`src/rtl/serial_port_pkg.sv`:
```
// Constants, field layout and small lookup functions for the audio serial port.
// Assumes the core clock (pclk) is the system clock that feeds both dividers.
package serial_port_pkg;

  // Register indexes; byte address is four times the index
  localparam logic [7:0] fmt_ctl_index = 8'h19;
  localparam logic [7:0] div_ctl_index = 8'h1a;
  localparam logic [7:0] fs_ctl_index = 8'h1b;
  localparam logic [7:0] status_index = 8'h1c;

  // Values after reset and writable bits
  localparam logic [15:0] fmt_ctl_reset = 16'h000a;
  localparam logic [15:0] div_ctl_reset = 16'h0004;
  localparam logic [15:0] fs_ctl_reset = 16'h0040;
  localparam logic [15:0] fmt_ctl_mask = 16'h3ddf;
  localparam logic [15:0] div_ctl_mask = 16'h0f1f;
  localparam logic [15:0] fs_ctl_mask = 16'h0fff;

  // Field positions in the format control register
  localparam int pos_play_tdm = 13;
  localparam int pos_play_sel = 12;
  localparam int pos_rec_tdm = 11;
  localparam int pos_rec_sel = 10;
  localparam int pos_hiz = 8;
  localparam int pos_bclk_pol = 7;
  localparam int pos_bclk_dir = 6;
  localparam int pos_fs_pol = 4;
  localparam int pos_width = 2;
  localparam int pos_format = 0;
  // Field positions in the divider and frame sync registers
  localparam int pos_gpio_div = 8;
  localparam int pos_bclk_div = 0;
  localparam int pos_fs_dir = 11;
  localparam int pos_fs_rate = 0;
  // Smallest frame sync rate that the generator accepts
  localparam logic [10:0] fs_rate_min = 11'h008;

  typedef enum logic [1:0] {
    fmt_right = 2'b00,
    fmt_left = 2'b01,
    fmt_i2s = 2'b10,
    fmt_dsp = 2'b11
  } frame_format_t;

  typedef enum logic [0:0] {
    sync_hunt = 1'b0,
    sync_locked = 1'b1
  } sync_state_t;

  // Sample width in bits for each width code
  function automatic logic [5:0] sample_bits(input logic [1:0] code);
    case (code)
      2'h0: sample_bits = 6'h10;
      2'h1: sample_bits = 6'h14;
      2'h2: sample_bits = 6'h18;
      default: sample_bits = 6'h20;
    endcase
  endfunction

  // Bit clock ratio in half steps of the system clock
  function automatic logic [7:0] bclk_half_ratio(input logic [4:0] code);
    case (code)
      5'h00: bclk_half_ratio = 8'h02;
      5'h01: bclk_half_ratio = 8'h03;
      5'h02: bclk_half_ratio = 8'h04;
      5'h03: bclk_half_ratio = 8'h06;
      5'h04: bclk_half_ratio = 8'h08;
      5'h05: bclk_half_ratio = 8'h0a;
      5'h06: bclk_half_ratio = 8'h0b;
      5'h07: bclk_half_ratio = 8'h0c;
      5'h08: bclk_half_ratio = 8'h10;
      5'h09: bclk_half_ratio = 8'h14;
      5'h0a: bclk_half_ratio = 8'h16;
      5'h0b: bclk_half_ratio = 8'h18;
      5'h0c: bclk_half_ratio = 8'h20;
      5'h0d: bclk_half_ratio = 8'h28;
      5'h0e: bclk_half_ratio = 8'h2c;
      5'h0f: bclk_half_ratio = 8'h30;
      5'h10: bclk_half_ratio = 8'h32;
      5'h11: bclk_half_ratio = 8'h3c;
      5'h12: bclk_half_ratio = 8'h40;
      5'h13: bclk_half_ratio = 8'h58;
      5'h14: bclk_half_ratio = 8'h60;
      default: bclk_half_ratio = 8'h00;
    endcase
  endfunction

  // GPIO clock ratio in half steps; zero stops the clock
  function automatic logic [7:0] gpio_half_ratio(input logic [3:0] code);
    case (code)
      4'h0: gpio_half_ratio = 8'h02;
      4'h1: gpio_half_ratio = 8'h04;
      4'h2: gpio_half_ratio = 8'h06;
      4'h3: gpio_half_ratio = 8'h08;
      4'h4: gpio_half_ratio = 8'h0b;
      4'h5: gpio_half_ratio = 8'h0c;
      4'h6: gpio_half_ratio = 8'h10;
      4'h7: gpio_half_ratio = 8'h18;
      4'h8: gpio_half_ratio = 8'h20;
      default: gpio_half_ratio = 8'h00;
    endcase
  endfunction

endpackage

```
`src/rtl/half_step_divider.sv`:
```
// Clock divider with half-cycle ratio steps, built on a phase accumulator.
// Assumes ratio changes may glitch one period; nonzero ratios under 2 run at 2.
`timescale 1ns/1ns
module half_step_divider #(
  parameter int RATIO_WIDTH = 8
) (
  // Clock and reset
  input wire logic pclk,
  input wire logic presetn,
  // Ratio in half steps, zero stops the output low
  input wire logic [RATIO_WIDTH-1:0] half_ratio,
  // Divided clock
  output logic clk_out
);

  typedef struct packed {
    logic [RATIO_WIDTH:0] acc;
    logic clk;
  } div_state_t;

  div_state_t s;
  div_state_t next_s;

  if (RATIO_WIDTH < 7) begin : g_check
    $error("half_step_divider needs RATIO_WIDTH of at least 7");
  end

  // Advance the phase by two half steps each core cycle
  always_comb begin
    logic [RATIO_WIDTH:0] h;
    logic [RATIO_WIDTH:0] sum;
    h = {1'h0, half_ratio};
    sum = s.acc + (RATIO_WIDTH+1)'(2);
    next_s = s;
    if (h < (RATIO_WIDTH+1)'(4)) begin
      h = (RATIO_WIDTH+1)'(4);
    end
    if (half_ratio == '0) begin
      next_s.acc = '0;
      next_s.clk = 1'h0;
    end else begin
      next_s.acc = (sum >= h) ? sum - h : sum;
      next_s.clk = (next_s.acc < (h >> 1));
    end
  end

  // State register
  always_ff @(posedge pclk or negedge presetn) begin
    if (!presetn) begin
      s <= '0;
    end else begin
      s <= next_s;
    end
  end

  assign clk_out = s.clk;

endmodule

```
`src/rtl/audio_serial_port.sv`:
```
// Audio serial port: APB register file, bit clock and frame sync generation,
// playback deserialiser and record serialiser for four frame formats.
// Assumes all pin inputs are synchronous to pclk, which is the system clock.
//
// Summary of operation
// - Playback TDM enable moves input to slots
// - Playback slot select picks slot zero or one
// - Record TDM enable makes output slot based
// - Record slot select picks slot zero or one
// - Tristate bit releases every serial pin
// - Bit clock polarity bit inverts bit clock
// - Bit clock direction: input or driven output
// - Frame sync polarity inverts in non-DSP formats
// - DSP mode A: MSB on second edge
// - DSP mode B: MSB on first edge
// - Width code selects 16, 20, 24, 32
// - Format code selects RJ, LJ, I2S, DSP
// - GPIO clock divider from system clock
// - Bit clock divider from system clock
// - Frame sync direction: input or driven output
// - Frame sync is bit clock over rate
//
// Added by the designer: register access over APB.
`timescale 1ns/1ns
module audio_serial_port #(
  parameter int ADDR_WIDTH = 12
) (
  // Clock and reset
  input wire logic pclk,
  input wire logic presetn,
  // APB slave
  input wire logic [ADDR_WIDTH-1:0] paddr,
  input wire logic psel,
  input wire logic penable,
  input wire logic pwrite,
  input wire logic [31:0] pwdata,
  output logic [31:0] prdata,
  output logic pready,
  output logic pslverr,
  // Bit clock pin
  input wire logic bclk_in,
  output logic bclk_out,
  output logic bclk_oe_n,
  // Frame sync pin
  input wire logic frame_sync_in,
  output logic frame_sync_out,
  output logic frame_sync_oe_n,
  // Serial data pins
  input wire logic playback_serial_in,
  output logic record_serial_out,
  output logic record_oe_n,
  // GPIO output clock
  output logic gpio_out_clock,
  // Record samples, MSB aligned, taken when record_take pulses
  input wire logic [31:0] record_left,
  input wire logic [31:0] record_right,
  output logic record_take,
  // Playback samples, MSB aligned, valid for one cycle per frame
  output logic [31:0] playback_left,
  output logic [31:0] playback_right,
  output logic playback_valid
);

  typedef struct packed {
    logic [15:0] fmt_ctl;
    logic [15:0] div_ctl;
    logic [15:0] fs_ctl;
    logic [31:0] rdata;
    logic ready;
    logic err;
    logic bclk_pin;
    logic bclk_oe_n;
    logic fs_pin;
    logic fs_oe_n;
    logic rec_bit;
    logic rec_oe_n;
    logic gpio_clk;
    logic eff_prev;
    logic fs_prev;
    logic [10:0] pos;
    logic [10:0] flen;
    serial_port_pkg::sync_state_t sync;
    logic [31:0] play_l_buf;
    logic [31:0] play_r_buf;
    logic [31:0] rec_l_buf;
    logic [31:0] rec_r_buf;
    logic [31:0] play_l;
    logic [31:0] play_r;
    logic play_valid;
    logic rec_take;
  } port_state_t;

  port_state_t s;
  port_state_t next_s;
  logic bclk_div_clk;
  logic gpio_div_clk;

  if (ADDR_WIDTH < 10) begin : g_check
    $error("audio_serial_port needs ADDR_WIDTH of at least 10");
  end

  // Locate a frame position in a channel slot: {hit, channel, bit index}
  function automatic logic [6:0] slot_of(
    input logic [10:0] q,
    input logic [10:0] half,
    input serial_port_pkg::frame_format_t f,
    input logic [5:0] wl,
    input logic mode_b,
    input logic tdm,
    input logic sel
  );
    logic [10:0] w;
    logic [10:0] s0;
    logic [10:0] s1;
    logic [10:0] d0;
    logic [10:0] d1;
    w = {5'h00, wl};
    if (f == serial_port_pkg::fmt_dsp) begin
      s0 = mode_b ? 11'h000 : 11'h001;
      s0 = s0 + ((tdm && sel) ? 11'(w << 1) : 11'h000);
      s1 = s0 + w;
    end else begin
      if (f == serial_port_pkg::fmt_right) begin
        s0 = (half > w) ? half - w : 11'h000;
      end else if (f == serial_port_pkg::fmt_i2s) begin
        s0 = 11'h001;
      end else begin
        s0 = 11'h000;
      end
      s0 = s0 + ((tdm && sel) ? w : 11'h000);
      s1 = half + s0;
    end
    d0 = q - s0;
    d1 = q - s1;
    slot_of = 7'h00;
    // Bits outside the sample width fall in no slot
    if (q >= s0 && d0 < w) begin
      slot_of = {1'h1, 1'h0, d0[4:0]};
    end else if (q >= s1 && d1 < w) begin
      slot_of = {1'h1, 1'h1, d1[4:0]};
    end
  endfunction

  // Bit clock divider
  half_step_divider #(
    .RATIO_WIDTH(8)
  ) u_bclk_div (
    .pclk(pclk),
    .presetn(presetn),
    .half_ratio(serial_port_pkg::bclk_half_ratio(s.div_ctl[4:0])),
    .clk_out(bclk_div_clk)
  );

  // GPIO output clock divider
  half_step_divider #(
    .RATIO_WIDTH(8)
  ) u_gpio_div (
    .pclk(pclk),
    .presetn(presetn),
    .half_ratio(serial_port_pkg::gpio_half_ratio(s.div_ctl[11:8])),
    .clk_out(gpio_div_clk)
  );

  // Register access, clock pins, frame timing and data paths
  always_comb begin
    serial_port_pkg::frame_format_t fmt;
    logic [5:0] wl;
    logic hiz;
    logic bpol;
    logic bdir;
    logic fpol;
    logic fdir;
    logic dsp;
    logic [10:0] rate;
    logic [10:0] len;
    logic [10:0] half;
    logic [10:0] npos;
    logic [10:0] q;
    logic eff;
    logic rise;
    logic fall;
    logic fsn;
    logic start;
    logic [6:0] pslot;
    logic [6:0] rslot;
    logic [4:0] bit_ix;
    logic [31:0] rl;
    logic [31:0] rr;
    logic [7:0] idx;
    logic hit;
    logic setup;
    logic [31:0] rd;
    npos = 11'h000;
    start = 1'h0;
    pslot = 7'h00;
    bit_ix = 5'h00;
    fmt = serial_port_pkg::frame_format_t'(s.fmt_ctl[serial_port_pkg::pos_format +: 2]);
    wl = serial_port_pkg::sample_bits(s.fmt_ctl[serial_port_pkg::pos_width +: 2]);
    hiz = s.fmt_ctl[serial_port_pkg::pos_hiz];
    bpol = s.fmt_ctl[serial_port_pkg::pos_bclk_pol];
    bdir = s.fmt_ctl[serial_port_pkg::pos_bclk_dir];
    fpol = s.fmt_ctl[serial_port_pkg::pos_fs_pol];
    fdir = s.fs_ctl[serial_port_pkg::pos_fs_dir];
    dsp = (fmt == serial_port_pkg::fmt_dsp);
    rate = s.fs_ctl[10:0];
    if (rate < serial_port_pkg::fs_rate_min) begin
      rate = serial_port_pkg::fs_rate_min;
    end
    len = fdir ? rate : s.flen;
    half = len >> 1;
    next_s = s;
    next_s.play_valid = 1'h0;
    next_s.rec_take = 1'h0;

    // APB: decode in setup, answer in the access phase with no wait
    idx = paddr[9:2];
    setup = psel && !penable;
    hit = (paddr[1:0] == 2'h0) && (paddr >> 10 == '0);
    rd = 32'h0000_0000;
    case (idx)
      serial_port_pkg::fmt_ctl_index: rd = {16'h0000, s.fmt_ctl};
      serial_port_pkg::div_ctl_index: rd = {16'h0000, s.div_ctl};
      serial_port_pkg::fs_ctl_index: rd = {16'h0000, s.fs_ctl};
      serial_port_pkg::status_index: rd = {19'h0_0000, s.sync, 1'h0, s.flen};
      default: hit = 1'h0;
    endcase
    next_s.ready = setup;
    next_s.err = setup && !hit;
    next_s.rdata = (setup && hit && !pwrite) ? rd : 32'h0000_0000;
    if (psel && penable && s.ready && pwrite && !s.err) begin
      case (idx)
        serial_port_pkg::fmt_ctl_index:
          next_s.fmt_ctl = pwdata[15:0] & serial_port_pkg::fmt_ctl_mask;
        serial_port_pkg::div_ctl_index:
          next_s.div_ctl = pwdata[15:0] & serial_port_pkg::div_ctl_mask;
        serial_port_pkg::fs_ctl_index:
          next_s.fs_ctl = pwdata[15:0] & serial_port_pkg::fs_ctl_mask;
        default: next_s.fs_ctl = s.fs_ctl;
      endcase
    end

    // Pin drivers and enables
    next_s.bclk_pin = bclk_div_clk ^ bpol;
    next_s.bclk_oe_n = hiz || !bdir;
    next_s.fs_oe_n = hiz || !fdir;
    next_s.gpio_clk = gpio_div_clk;

    // Effective bit clock, with polarity removed
    eff = (bdir ? s.bclk_pin : bclk_in) ^ bpol;
    rise = eff && !s.eff_prev;
    fall = !eff && s.eff_prev;
    next_s.eff_prev = eff;

    // Frame sync as seen by the port; polarity only outside DSP
    fsn = (fdir ? s.fs_pin : frame_sync_in) ^ (fpol && !dsp);
    if (fmt == serial_port_pkg::fmt_i2s) begin
      start = s.fs_prev && !fsn;
    end else begin
      start = !s.fs_prev && fsn;
    end

    // Rising edge: track position, capture playback bit
    if (rise) begin
      next_s.fs_prev = fsn;
      if (start) begin
        npos = 11'h000;
        next_s.flen = s.pos + 11'h001;
        next_s.sync = serial_port_pkg::sync_locked;
        next_s.play_valid = (s.sync == serial_port_pkg::sync_locked);
        next_s.play_l = s.play_l_buf;
        next_s.play_r = s.play_r_buf;
        next_s.play_l_buf = 32'h0000_0000;
        next_s.play_r_buf = 32'h0000_0000;
      end else begin
        npos = (s.pos == 11'h7ff) ? s.pos : s.pos + 11'h001;
      end
      next_s.pos = npos;
      pslot = slot_of(npos, half, fmt, wl, s.fmt_ctl[serial_port_pkg::pos_fs_pol],
        s.fmt_ctl[serial_port_pkg::pos_play_tdm],
        s.fmt_ctl[serial_port_pkg::pos_play_sel]);
      bit_ix = 5'h1f - pslot[4:0];
      if (pslot[6] && !pslot[5]) begin
        next_s.play_l_buf[bit_ix] = playback_serial_in;
      end else if (pslot[6]) begin
        next_s.play_r_buf[bit_ix] = playback_serial_in;
      end
    end

    // Falling edge: next position drives frame sync and record bit
    q = (s.pos + 11'h001 >= len) ? 11'h000 : s.pos + 11'h001;
    rl = s.rec_l_buf;
    rr = s.rec_r_buf;
    if (fall && q == 11'h000) begin
      rl = record_left;
      rr = record_right;
      next_s.rec_l_buf = record_left;
      next_s.rec_r_buf = record_right;
      next_s.rec_take = 1'h1;
    end
    rslot = slot_of(q, half, fmt, wl, s.fmt_ctl[serial_port_pkg::pos_fs_pol],
      s.fmt_ctl[serial_port_pkg::pos_rec_tdm],
      s.fmt_ctl[serial_port_pkg::pos_rec_sel]);
    bit_ix = 5'h1f - rslot[4:0];
    if (fall) begin
      // Master frame sync: pulse in DSP, half-frame level otherwise
      if (dsp) begin
        next_s.fs_pin = (q == 11'h000);
      end else if (fmt == serial_port_pkg::fmt_i2s) begin
        next_s.fs_pin = (q >= half) ^ fpol;
      end else begin
        next_s.fs_pin = (q < half) ^ fpol;
      end
      if (!rslot[6]) begin
        next_s.rec_bit = 1'h0;
      end else begin
        next_s.rec_bit = rslot[5] ? rr[bit_ix] : rl[bit_ix];
      end
      // In TDM the line is released outside the own slot
      next_s.rec_oe_n = hiz || (s.fmt_ctl[serial_port_pkg::pos_rec_tdm] && !rslot[6]);
    end else if (hiz) begin
      next_s.rec_oe_n = 1'h1;
    end
  end

  // State register
  always_ff @(posedge pclk or negedge presetn) begin
    if (!presetn) begin
      s <= '0;
      s.fmt_ctl <= serial_port_pkg::fmt_ctl_reset;
      s.div_ctl <= serial_port_pkg::div_ctl_reset;
      s.fs_ctl <= serial_port_pkg::fs_ctl_reset;
      s.flen <= serial_port_pkg::fs_ctl_reset[10:0];
      s.bclk_oe_n <= 1'h1;
      s.fs_oe_n <= 1'h1;
      s.rec_oe_n <= 1'h1;
    end else begin
      s <= next_s;
    end
  end

  // Outputs straight from the state register
  assign prdata = s.rdata;
  assign pready = s.ready;
  assign pslverr = s.err;
  assign bclk_out = s.bclk_pin;
  assign bclk_oe_n = s.bclk_oe_n;
  assign frame_sync_out = s.fs_pin;
  assign frame_sync_oe_n = s.fs_oe_n;
  assign record_serial_out = s.rec_bit;
  assign record_oe_n = s.rec_oe_n;
  assign gpio_out_clock = s.gpio_clk;
  assign record_take = s.rec_take;
  assign playback_left = s.play_l;
  assign playback_right = s.play_r;
  assign playback_valid = s.play_valid;

endmodule

```
`config.mk`:
```
export PLATFORM = sky130hd
export DESIGN_NAME = audio_serial_port
export DESIGN_NICKNAME = d
export VERILOG_FILES = /design/src/rtl/serial_port_pkg.sv /design/src/rtl/half_step_divider.sv /design/src/rtl/audio_serial_port.sv
export SDC_FILE = /design/constraint.sdc
export NUM_CORES = 1
export LEC_CHECK = 0
export ABC_AREA = 1
export BUFFER_PORTS_ARGS = -buffer_cell sky130_fd_sc_hd__buf_4
export CAP_MARGIN = 20
export CELL_PAD_IN_SITES_DETAIL_PLACEMENT = 0
export CELL_PAD_IN_SITES_GLOBAL_PLACEMENT = 2
export CORE_MARGIN = 4
export CORE_UTILIZATION = 37
export DETAILED_ROUTE_END_ITERATION = 16
export PLACE_DENSITY = 0.95
export SYNTH_ARGS = -nofsm -noshare
export SYNTH_HDL_FRONTEND = slang
export SYNTH_SLANG_ARGS = --single-unit
```
`constraint.sdc`:
```
create_clock -name pclk -period 12.4 [get_ports pclk]
set_input_delay 2.48 -clock pclk [delete_from_list [all_inputs] [get_ports pclk]]
set_output_delay 2.48 -clock pclk [all_outputs]
set_load 0.005 [all_outputs]
```
**Word level (Yosys, flattened, before mapping)**

Memories as Yosys holds them, arrays and structs flattened.
Cells that the tools add are included.

- Muxes and demuxes: 64
- $add $sub $neg: 20
- Bitwise gates (word level): 5
- Equal/unequal tests: 10
- Reduce and logical (&&, ||, !) cells: 54
- Order comparisons: 22

Operators by type and width:

| operator | count |
|---|---|
| 32-bit 2-to-1 mux | 6 |
| 11-bit 2-to-1 mux | 16 |
| 76-bit 2-to-1 mux | 2 |
| 32-bit bitwise mux | 2 |
| 14-bit case mux with 4 select lines | 1 |
| 11-bit >= comparator | 5 |
| 7-bit 2-to-1 mux | 7 |
| 11-bit by 6-bit < comparator with 1-bit output | 4 |
| 11-bit subtractor | 4 |
| 11-bit by 6-bit adder with 11-bit output | 3 |
| 8-bit by 5-bit equality test with 1-bit output (second input constant) | 4 |
| 1-bit logical AND | 24 |
| 10-bit by 11-bit adder with 11-bit output | 2 |
| 10-bit 2-to-1 mux | 2 |
| 9-bit by 2-bit adder with 9-bit output (second input constant) | 2 |
| 9-bit by 8-bit >= comparator with 1-bit output | 2 |
| 9-bit by 8-bit < comparator with 1-bit output | 2 |
| 1-bit 2-to-1 mux | 18 |
| 9-bit 2-to-1 mux | 2 |
| 6-bit case mux with 3 select lines | 1 |
| 9-bit by 8-bit subtractor with 9-bit output | 2 |
| 8-bit logical NOT | 2 |
| 8-bit by 3-bit < comparator with 1-bit output (second input constant) | 2 |
| 8-bit 2-to-1 mux | 2 |
| other kinds (28) | 58 |

- Memories kept: 2
- Logic and storage cells: 207
- Bits in registers: 313
- Input port bits: 116
- Memory bits (read-only): 320

Memories:

| memory | words | width | rd ports | clocked after Yosys merged registers in | write ports | line | text |
|---|---|---|---|---|---|---|---|
| (name not given) | 32 | 7 | 1 | 0 | 0 | serial_port_pkg.sv:62 | `case (code)` |
| (name not given) | 16 | 6 | 1 | 0 | 0 | serial_port_pkg.sv:90 | `case (code)` |

**Logic depth before layout (Yosys ltp)**

- Word-level depth: 26
- Gate-level depth with buffers: 57

**Cells and area by module**

A second synthesis with hierarchy kept.

- Cells, all modules: 3,176
- Area, all modules: 21,972.3 um2

Modules (own cells, without submodules):

| module | cells each | area an instance (um2) | times used |
|---|---|---|---|
| audio_serial_port | 2,844 | 19,647.6 | 1 |
| half_step_divider | 166 | 1,162.4 | 2 |

**Worst setup path after synthesis**

No wires, ideal clock.

- Path type: reg-to-reg
- From: register s[271] (netlist bit)
- To: register s (netlist bit record_serial_out)
- Cell stages (with the launch flop): 54
- Clock period less this slack: 6,659 ps
- Data arrival time: 6,542 ps
- Path slack: 5,741 ps
- Setup time: 117 ps
- Data required time: 12,283 ps
- Cells stage by stage: dfrtp_1 buf_2 buf_1 o21ai_0 ha_1 a21oi_1 o21ai_0 nand2_1 nand3_1 nor2_1 nand2_1 inv_1 nand2_1 nand3_2 nor2_1 ha_1 ha_1 or2_1 [... 18 more ...] inv_1 nor3_1 nand3_1 nand4_1 nand3_1 clkinv_1 nand2_1 a21oi_2 clkbuf_1 nand2_1 nand3_1 nand3_1 nand2_1 nand2_1 nand3_1 nand2_1 nand2_1 nand2_1

- Word-level cells in the longest chain between the ends: 18
- Elaborated cells between the ends (all ways): 33
- Classes of those cells: add/sub (6); order compare (6); mux (17); reduce/logical (4)

RTL lines:

| what | line | text |
|---|---|---|
| from (decl) | audio_serial_port.sv:93 | `port_state_t s;` |
| from (signal assigned) | audio_serial_port.sv:337 | `s <= next_s;` |
| 11-bit 2-to-1 mux (*) | audio_serial_port.sv:209 | `len = fdir ? rate : s.flen;` |
| 10-bit by 6-bit subtractor with 11-bit output / 10-bit by 6-bit greater-than comparator with 1-bit output (equally long branches) | audio_serial_port.sv:124 | `s0 = (half > w) ? half - w : 11'h000;` |
| 11-bit 2-to-1 mux | audio_serial_port.sv:124 |  |
| 11-bit 2-to-1 mux | audio_serial_port.sv:123 | `if (f == serial_port_pkg::fmt_right) begin` |
| 11-bit 2-to-1 mux | audio_serial_port.sv:118 | `if (f == serial_port_pkg::fmt_dsp) begin` |
| 11-bit by 6-bit adder with 11-bit output | audio_serial_port.sv:130 | `s0 = s0 + ((tdm && sel) ? w : 11'h000);` |
| 10-bit by 11-bit adder with 11-bit output | audio_serial_port.sv:131 | `s1 = half + s0;` |
| 11-bit 2-to-1 mux | audio_serial_port.sv:118 |  |
| [... 2 more ...] | -- |  |
| 1-bit logical AND | audio_serial_port.sv:139 | `end else if (q >= s1 && d1 < w) begin` |
| 7-bit 2-to-1 mux | audio_serial_port.sv:139 |  |
| 7-bit 2-to-1 mux | audio_serial_port.sv:137 | `if (q >= s0 && d0 < w) begin` |
| 5-bit subtractor | audio_serial_port.sv:303 | `bit_ix = 5'h1f - rslot[4:0];` |
| 1-bit binary-select mux with 5-bit select | audio_serial_port.sv:316 | `next_s.rec_bit = rslot[5] ? rr[bit_ix] : rl[bit_ix];` |
| 1-bit 2-to-1 mux (implied by the code) | audio_serial_port.sv:316 |  |
| 1-bit 2-to-1 mux | audio_serial_port.sv:316 |  |
| 1-bit 2-to-1 mux (*) | audio_serial_port.sv:313 | `if (!rslot[6]) begin` |

Every way passes the cells marked *; elsewhere a longest branch is shown, timed or not. The select of a mux whose other input is x is not followed.
A chain may end at the register's enable or synchronous reset.

**Worst setup path after layout**

- From: register s[295] (netlist bit)
- To: register s (netlist bit record_serial_out)

- Word-level cells in the longest chain between the ends: 19
- Elaborated cells between the ends (all ways): 34
- Classes of those cells: add/sub (8); order compare (5); eq/ne (2); mux (16); reduce/logical (3)

RTL lines:

| what | line | text |
|---|---|---|
| 2-bit equality test, or another cell as far along | serial_port_pkg.sv:52 | `case (code)` |
| 6-bit case mux with 3 select lines (*) | serial_port_pkg.sv:52 |  |
| 10-bit by 6-bit subtractor with 11-bit output / 10-bit by 6-bit greater-than comparator with 1-bit output (equally long branches) | audio_serial_port.sv:124 |  |
| 11-bit 2-to-1 mux | audio_serial_port.sv:124 |  |
| 11-bit 2-to-1 mux | audio_serial_port.sv:123 |  |
| 11-bit 2-to-1 mux | audio_serial_port.sv:118 |  |
| 11-bit by 6-bit adder with 11-bit output | audio_serial_port.sv:130 |  |
| 10-bit by 11-bit adder with 11-bit output | audio_serial_port.sv:131 |  |
| [... 3 more ...] | -- |  |
| 1-bit logical AND | audio_serial_port.sv:139 |  |
| 7-bit 2-to-1 mux | audio_serial_port.sv:139 |  |
| 7-bit 2-to-1 mux (*) | audio_serial_port.sv:137 |  |
| 5-bit subtractor | audio_serial_port.sv:303 |  |
| 1-bit binary-select mux with 5-bit select | audio_serial_port.sv:316 |  |
| 1-bit 2-to-1 mux (implied by the code) | audio_serial_port.sv:316 |  |
| 1-bit 2-to-1 mux | audio_serial_port.sv:316 |  |
| 1-bit 2-to-1 mux (*) | audio_serial_port.sv:313 |  |

Marks and branches as above.

==> flow_summary.yaml <==
outcome:
  outcome: "finished, final reports clean"
floorplanning:
  core_mm2: 0.0581
  std_cell_rows: 88
  start_util_pct: 37.7
  fp.dieW_um: 251
  dieArea_mm2: 0.0631
  die_height_um: 251
  ios: 223
timing:
  slew_viol_final: 0
  fin_crit_sh_pct: 73.9
  fin_skew_ns: 0.0195
  finalHoldViolations: 0
  slew_headroom_pct: 22.0
  fin_tns_setup_ns: 0
  setup_viol: 0
  rsz0062_at_grt: "no"
  worst_pin_slew_ns: 1.16
  max_freq_mhz: 109
  min_period_ns: 9.17
power:
  power_density_mw_per_mm2: 191
  p_sw_mw: 2.10
  p_int_mw: 2.60
  ir_drop_v: 0.000115
  p_seq_share_pct: 25.1
  pwr-share-comb_pct: 50.3
  power.leakage_nw: 13.5
  clkPwrFrac_pct: 24.6
  sw_frac_of_total_pct: 44.7
detailed_routing:
  wl_per_cell_um: 17.0
  drt_iter0_markers: 1363
  viasPerCell: 5.08
  via_count: 20500
  drtAntennaViolNets: 0
  first_pass_iters: 5
  wl_um: 68400
  drc: 0
critical_path:
  arrival_ns: 9.61
  path_class: "reg -> reg"
  cp_common_cell: "nand2_1"
  crit_slowest_cell: "dfstp_2"
  cp-start-kind: "flip-flop"
  endpoint_kind: "flip-flop"
  cpPeakStageDelay_ns: 0.66
  path_delay_family: "simple AND/OR/NAND/NOR gates"
  cp.required_ns: 12.84
  worst-path-max-fanout: 20
  path_buf_inv: 9
final_layout:
  stdcell_count: 4029
  area_growth_pct: 12.7
  final_nets: 3505
  diodes: 0
  drive_above_1_share_pct: 11.0
placed_design:
  place.gp.congestion: 0.941
  dp_cells: 3962
  port_buffers: 186
  hpwlAfterDp_um: 50000
clock_tree:
  ctsHoldBuffers: 0
  cts_tree: "done"
  clock_latency_ns: 0.56
  cts_buffer_depth: 3
  path_clk_slew_ns: 0.06
  clockRootBuffer: "clkbuf_16"
  numCtsBuffers: 38
  cts_resized: 0
  cts.sinks: 295
  htreeDepth: 2
  cts_setup_buffers: 0
synthesis:
  synth-main-ff-cell: "dfrtp_1"
  synth_most_common_cell: "nand2_1"
  synth-compound-area-share_pct: 8.68
  ys_types: 56
  avgSynthCellArea_um2: 6.88
  synth.cell_area_mm2: 0.0219
  synth_top_family_by_area: "simple AND/OR/NAND/NOR gates"
  synth_largest_area_cell: "dfrtp_1"
  synth_common_cells: "nand2_1 (1046), inv_1 (399), dfrtp_1 (287)"
  ys_seq_area_share_pct: 33.8
  synthTopCellsByArea: "dfrtp_1 (33%), nand2_1 (18%), ha_1 (8.0%)"
  synth_warnings: 0
  synthXorXnorAreaFrac_pct: 2.67
  yosys.area_share.simple_pct: 32.9
  synthCells: 3181
  ys_seq_elements: 295
  async_flop_share_pct: 100
  synthAdderAreaFrac_pct: 8.91
  synth_edf_count: 0
  synth.top_cell.area_share_pct: 32.8
  synth_mux_area_share_pct: 0.149
global_routing:
  grt_pass1_vias: 19500
  grt_max_degree: 175
  grt_first_pass_wirelength_um: 108000
  grt_overflow_total: 0
  antenna_found_initial: 0
  grt_usage_pct: 21.1
hold_path:
  min_path_type: "reg -> reg"
run:
  drv_cap: 0
==> logic make-up (layout without fill, tap and decap cells) <==
| kind of cell | count (synthesis) | after routing |
|---|---|---|
| AND/OR/NAND/NOR | 1702 | 1702 |
| buffers and inverters | 630 | 696 |
| AO/OA/AOI/OAI | 334 | 334 |
| flip-flops | 295 | 295 |
| adder cells (fa/ha/maj) | 150 | 150 |
| XOR/XNOR | 66 | 66 |
| multiplexers | 3 | 3 |
| other | 1 | 18 |
==> power groups by stage <==
stage               Clock, mW  Sequential (mW)  Combinational (mW)
finish                   1.16             1.18                2.37
global route             1.23             1.19                2.70
CTS                      1.19             1.18                2.35
detailed placement          0             1.20                2.34
global placement            0             1.19                2.29
floorplan                   0             1.18                1.78
==> cells in the final DEF, fill, tap and decap left out, types with 10 or more instances in the layout <==
| cell type | count |
|---|---|
| nand4_1 | 101 |
| clkbuf_16 | 39 |
| buf_4 | 205 |
| ha_1 | 140 |
| inv_1 | 398 |
| nand3_1 | 255 |
| nand3b_1 | 11 |
| nor2_1 | 217 |
| xnor2_1 | 14 |
| a21oi_1 | 87 |
| nand2_1 | 1044 |
| conb_1 | 18 |
| fa_1 | 10 |
| o21ai_1 | 16 |
| nor2_2 | 12 |
| dfrtp_1 | 287 |
| o21ai_0 | 148 |
| nor3_1 | 18 |
| xor2_1 | 51 |
| inv_2 | 18 |
==> worst paths after layout <==
kind,start,slack (ns),depth (start not counted),endpoint
max,s[295]$_DFFE_PN1P_,3.23,55,record_serial_out$_DFFE_PN0P_
max in group asynchronous,presetn,8.91,2,u_bclk_div.s[2]$_DFF_PN0_
max reg2reg,s[295]$_DFFE_PN1P_,3.23,55,record_serial_out$_DFFE_PN0P_
min,u_gpio_div.clk_out$_DFF_PN0_,0.35,0,gpio_out_clock$_DFF_PN0_
min in group asynchronous,presetn,2.00,1,playback_left[19]$_DFFE_PN0P_
min reg2reg,u_gpio_div.clk_out$_DFF_PN0_,0.35,0,gpio_out_clock$_DFF_PN0_
==> cell type report <==
type / instances / area [um2]
fillers: 6150 / 33500
clock buffers: 49 / 1090
clock inverters: 16 / 215
multi-input cells: 2273 / 11800
inverters: 419 / 1570
flip-flops and latches: 295 / 7390
well taps: 765 / 957
repair buffers: 212 / 1670
==> registers in the layout, summed over array words and instances (netlist names), 9 cells and up <==
name and count:
prdata 14, s 186, playback_right 32, playback_left 32
u_bclk_div.s 9, u_gpio_div.s 9
==> per-stage QoR <==
step / setup WS, ns / hold slack [ns] / utilization [%] / total power [mW] / area (um2)
final: 3.23 / 0.346 / 42.4 / 4.70 / 24700
after global routing: 2.38 / 0.372 / 42.4 / 5.12 / 24700
after CTS: 3.27 / 0.348 / 42.4 / 4.72 / 24600
after detailed placement: 2.99 / 0.335 / 40.1 / 3.54 / 23300
after global placement: 3.10 / 0.336 / 40.0 / 3.48 / 23300
after floorplan: 5.74 / 0.331 / - / 2.96 / 22000
==> per-layer routing <==
layer | share of wire (%) | track usage (%) | wire, um | vias to the layer above
li1 | - | - | - | 10200
met1 | 46 | 29.2 | 31400 | 9695
met2 | 46 | 34.7 | 31800 | 511
met3 | 5.0 | 2.79 | 3430 | 103
met4 | 2.8 | 6.25 | 1910 | 0
met5 | 0 | 0 | 0 | -
Power figures use the tool's default switching activity.
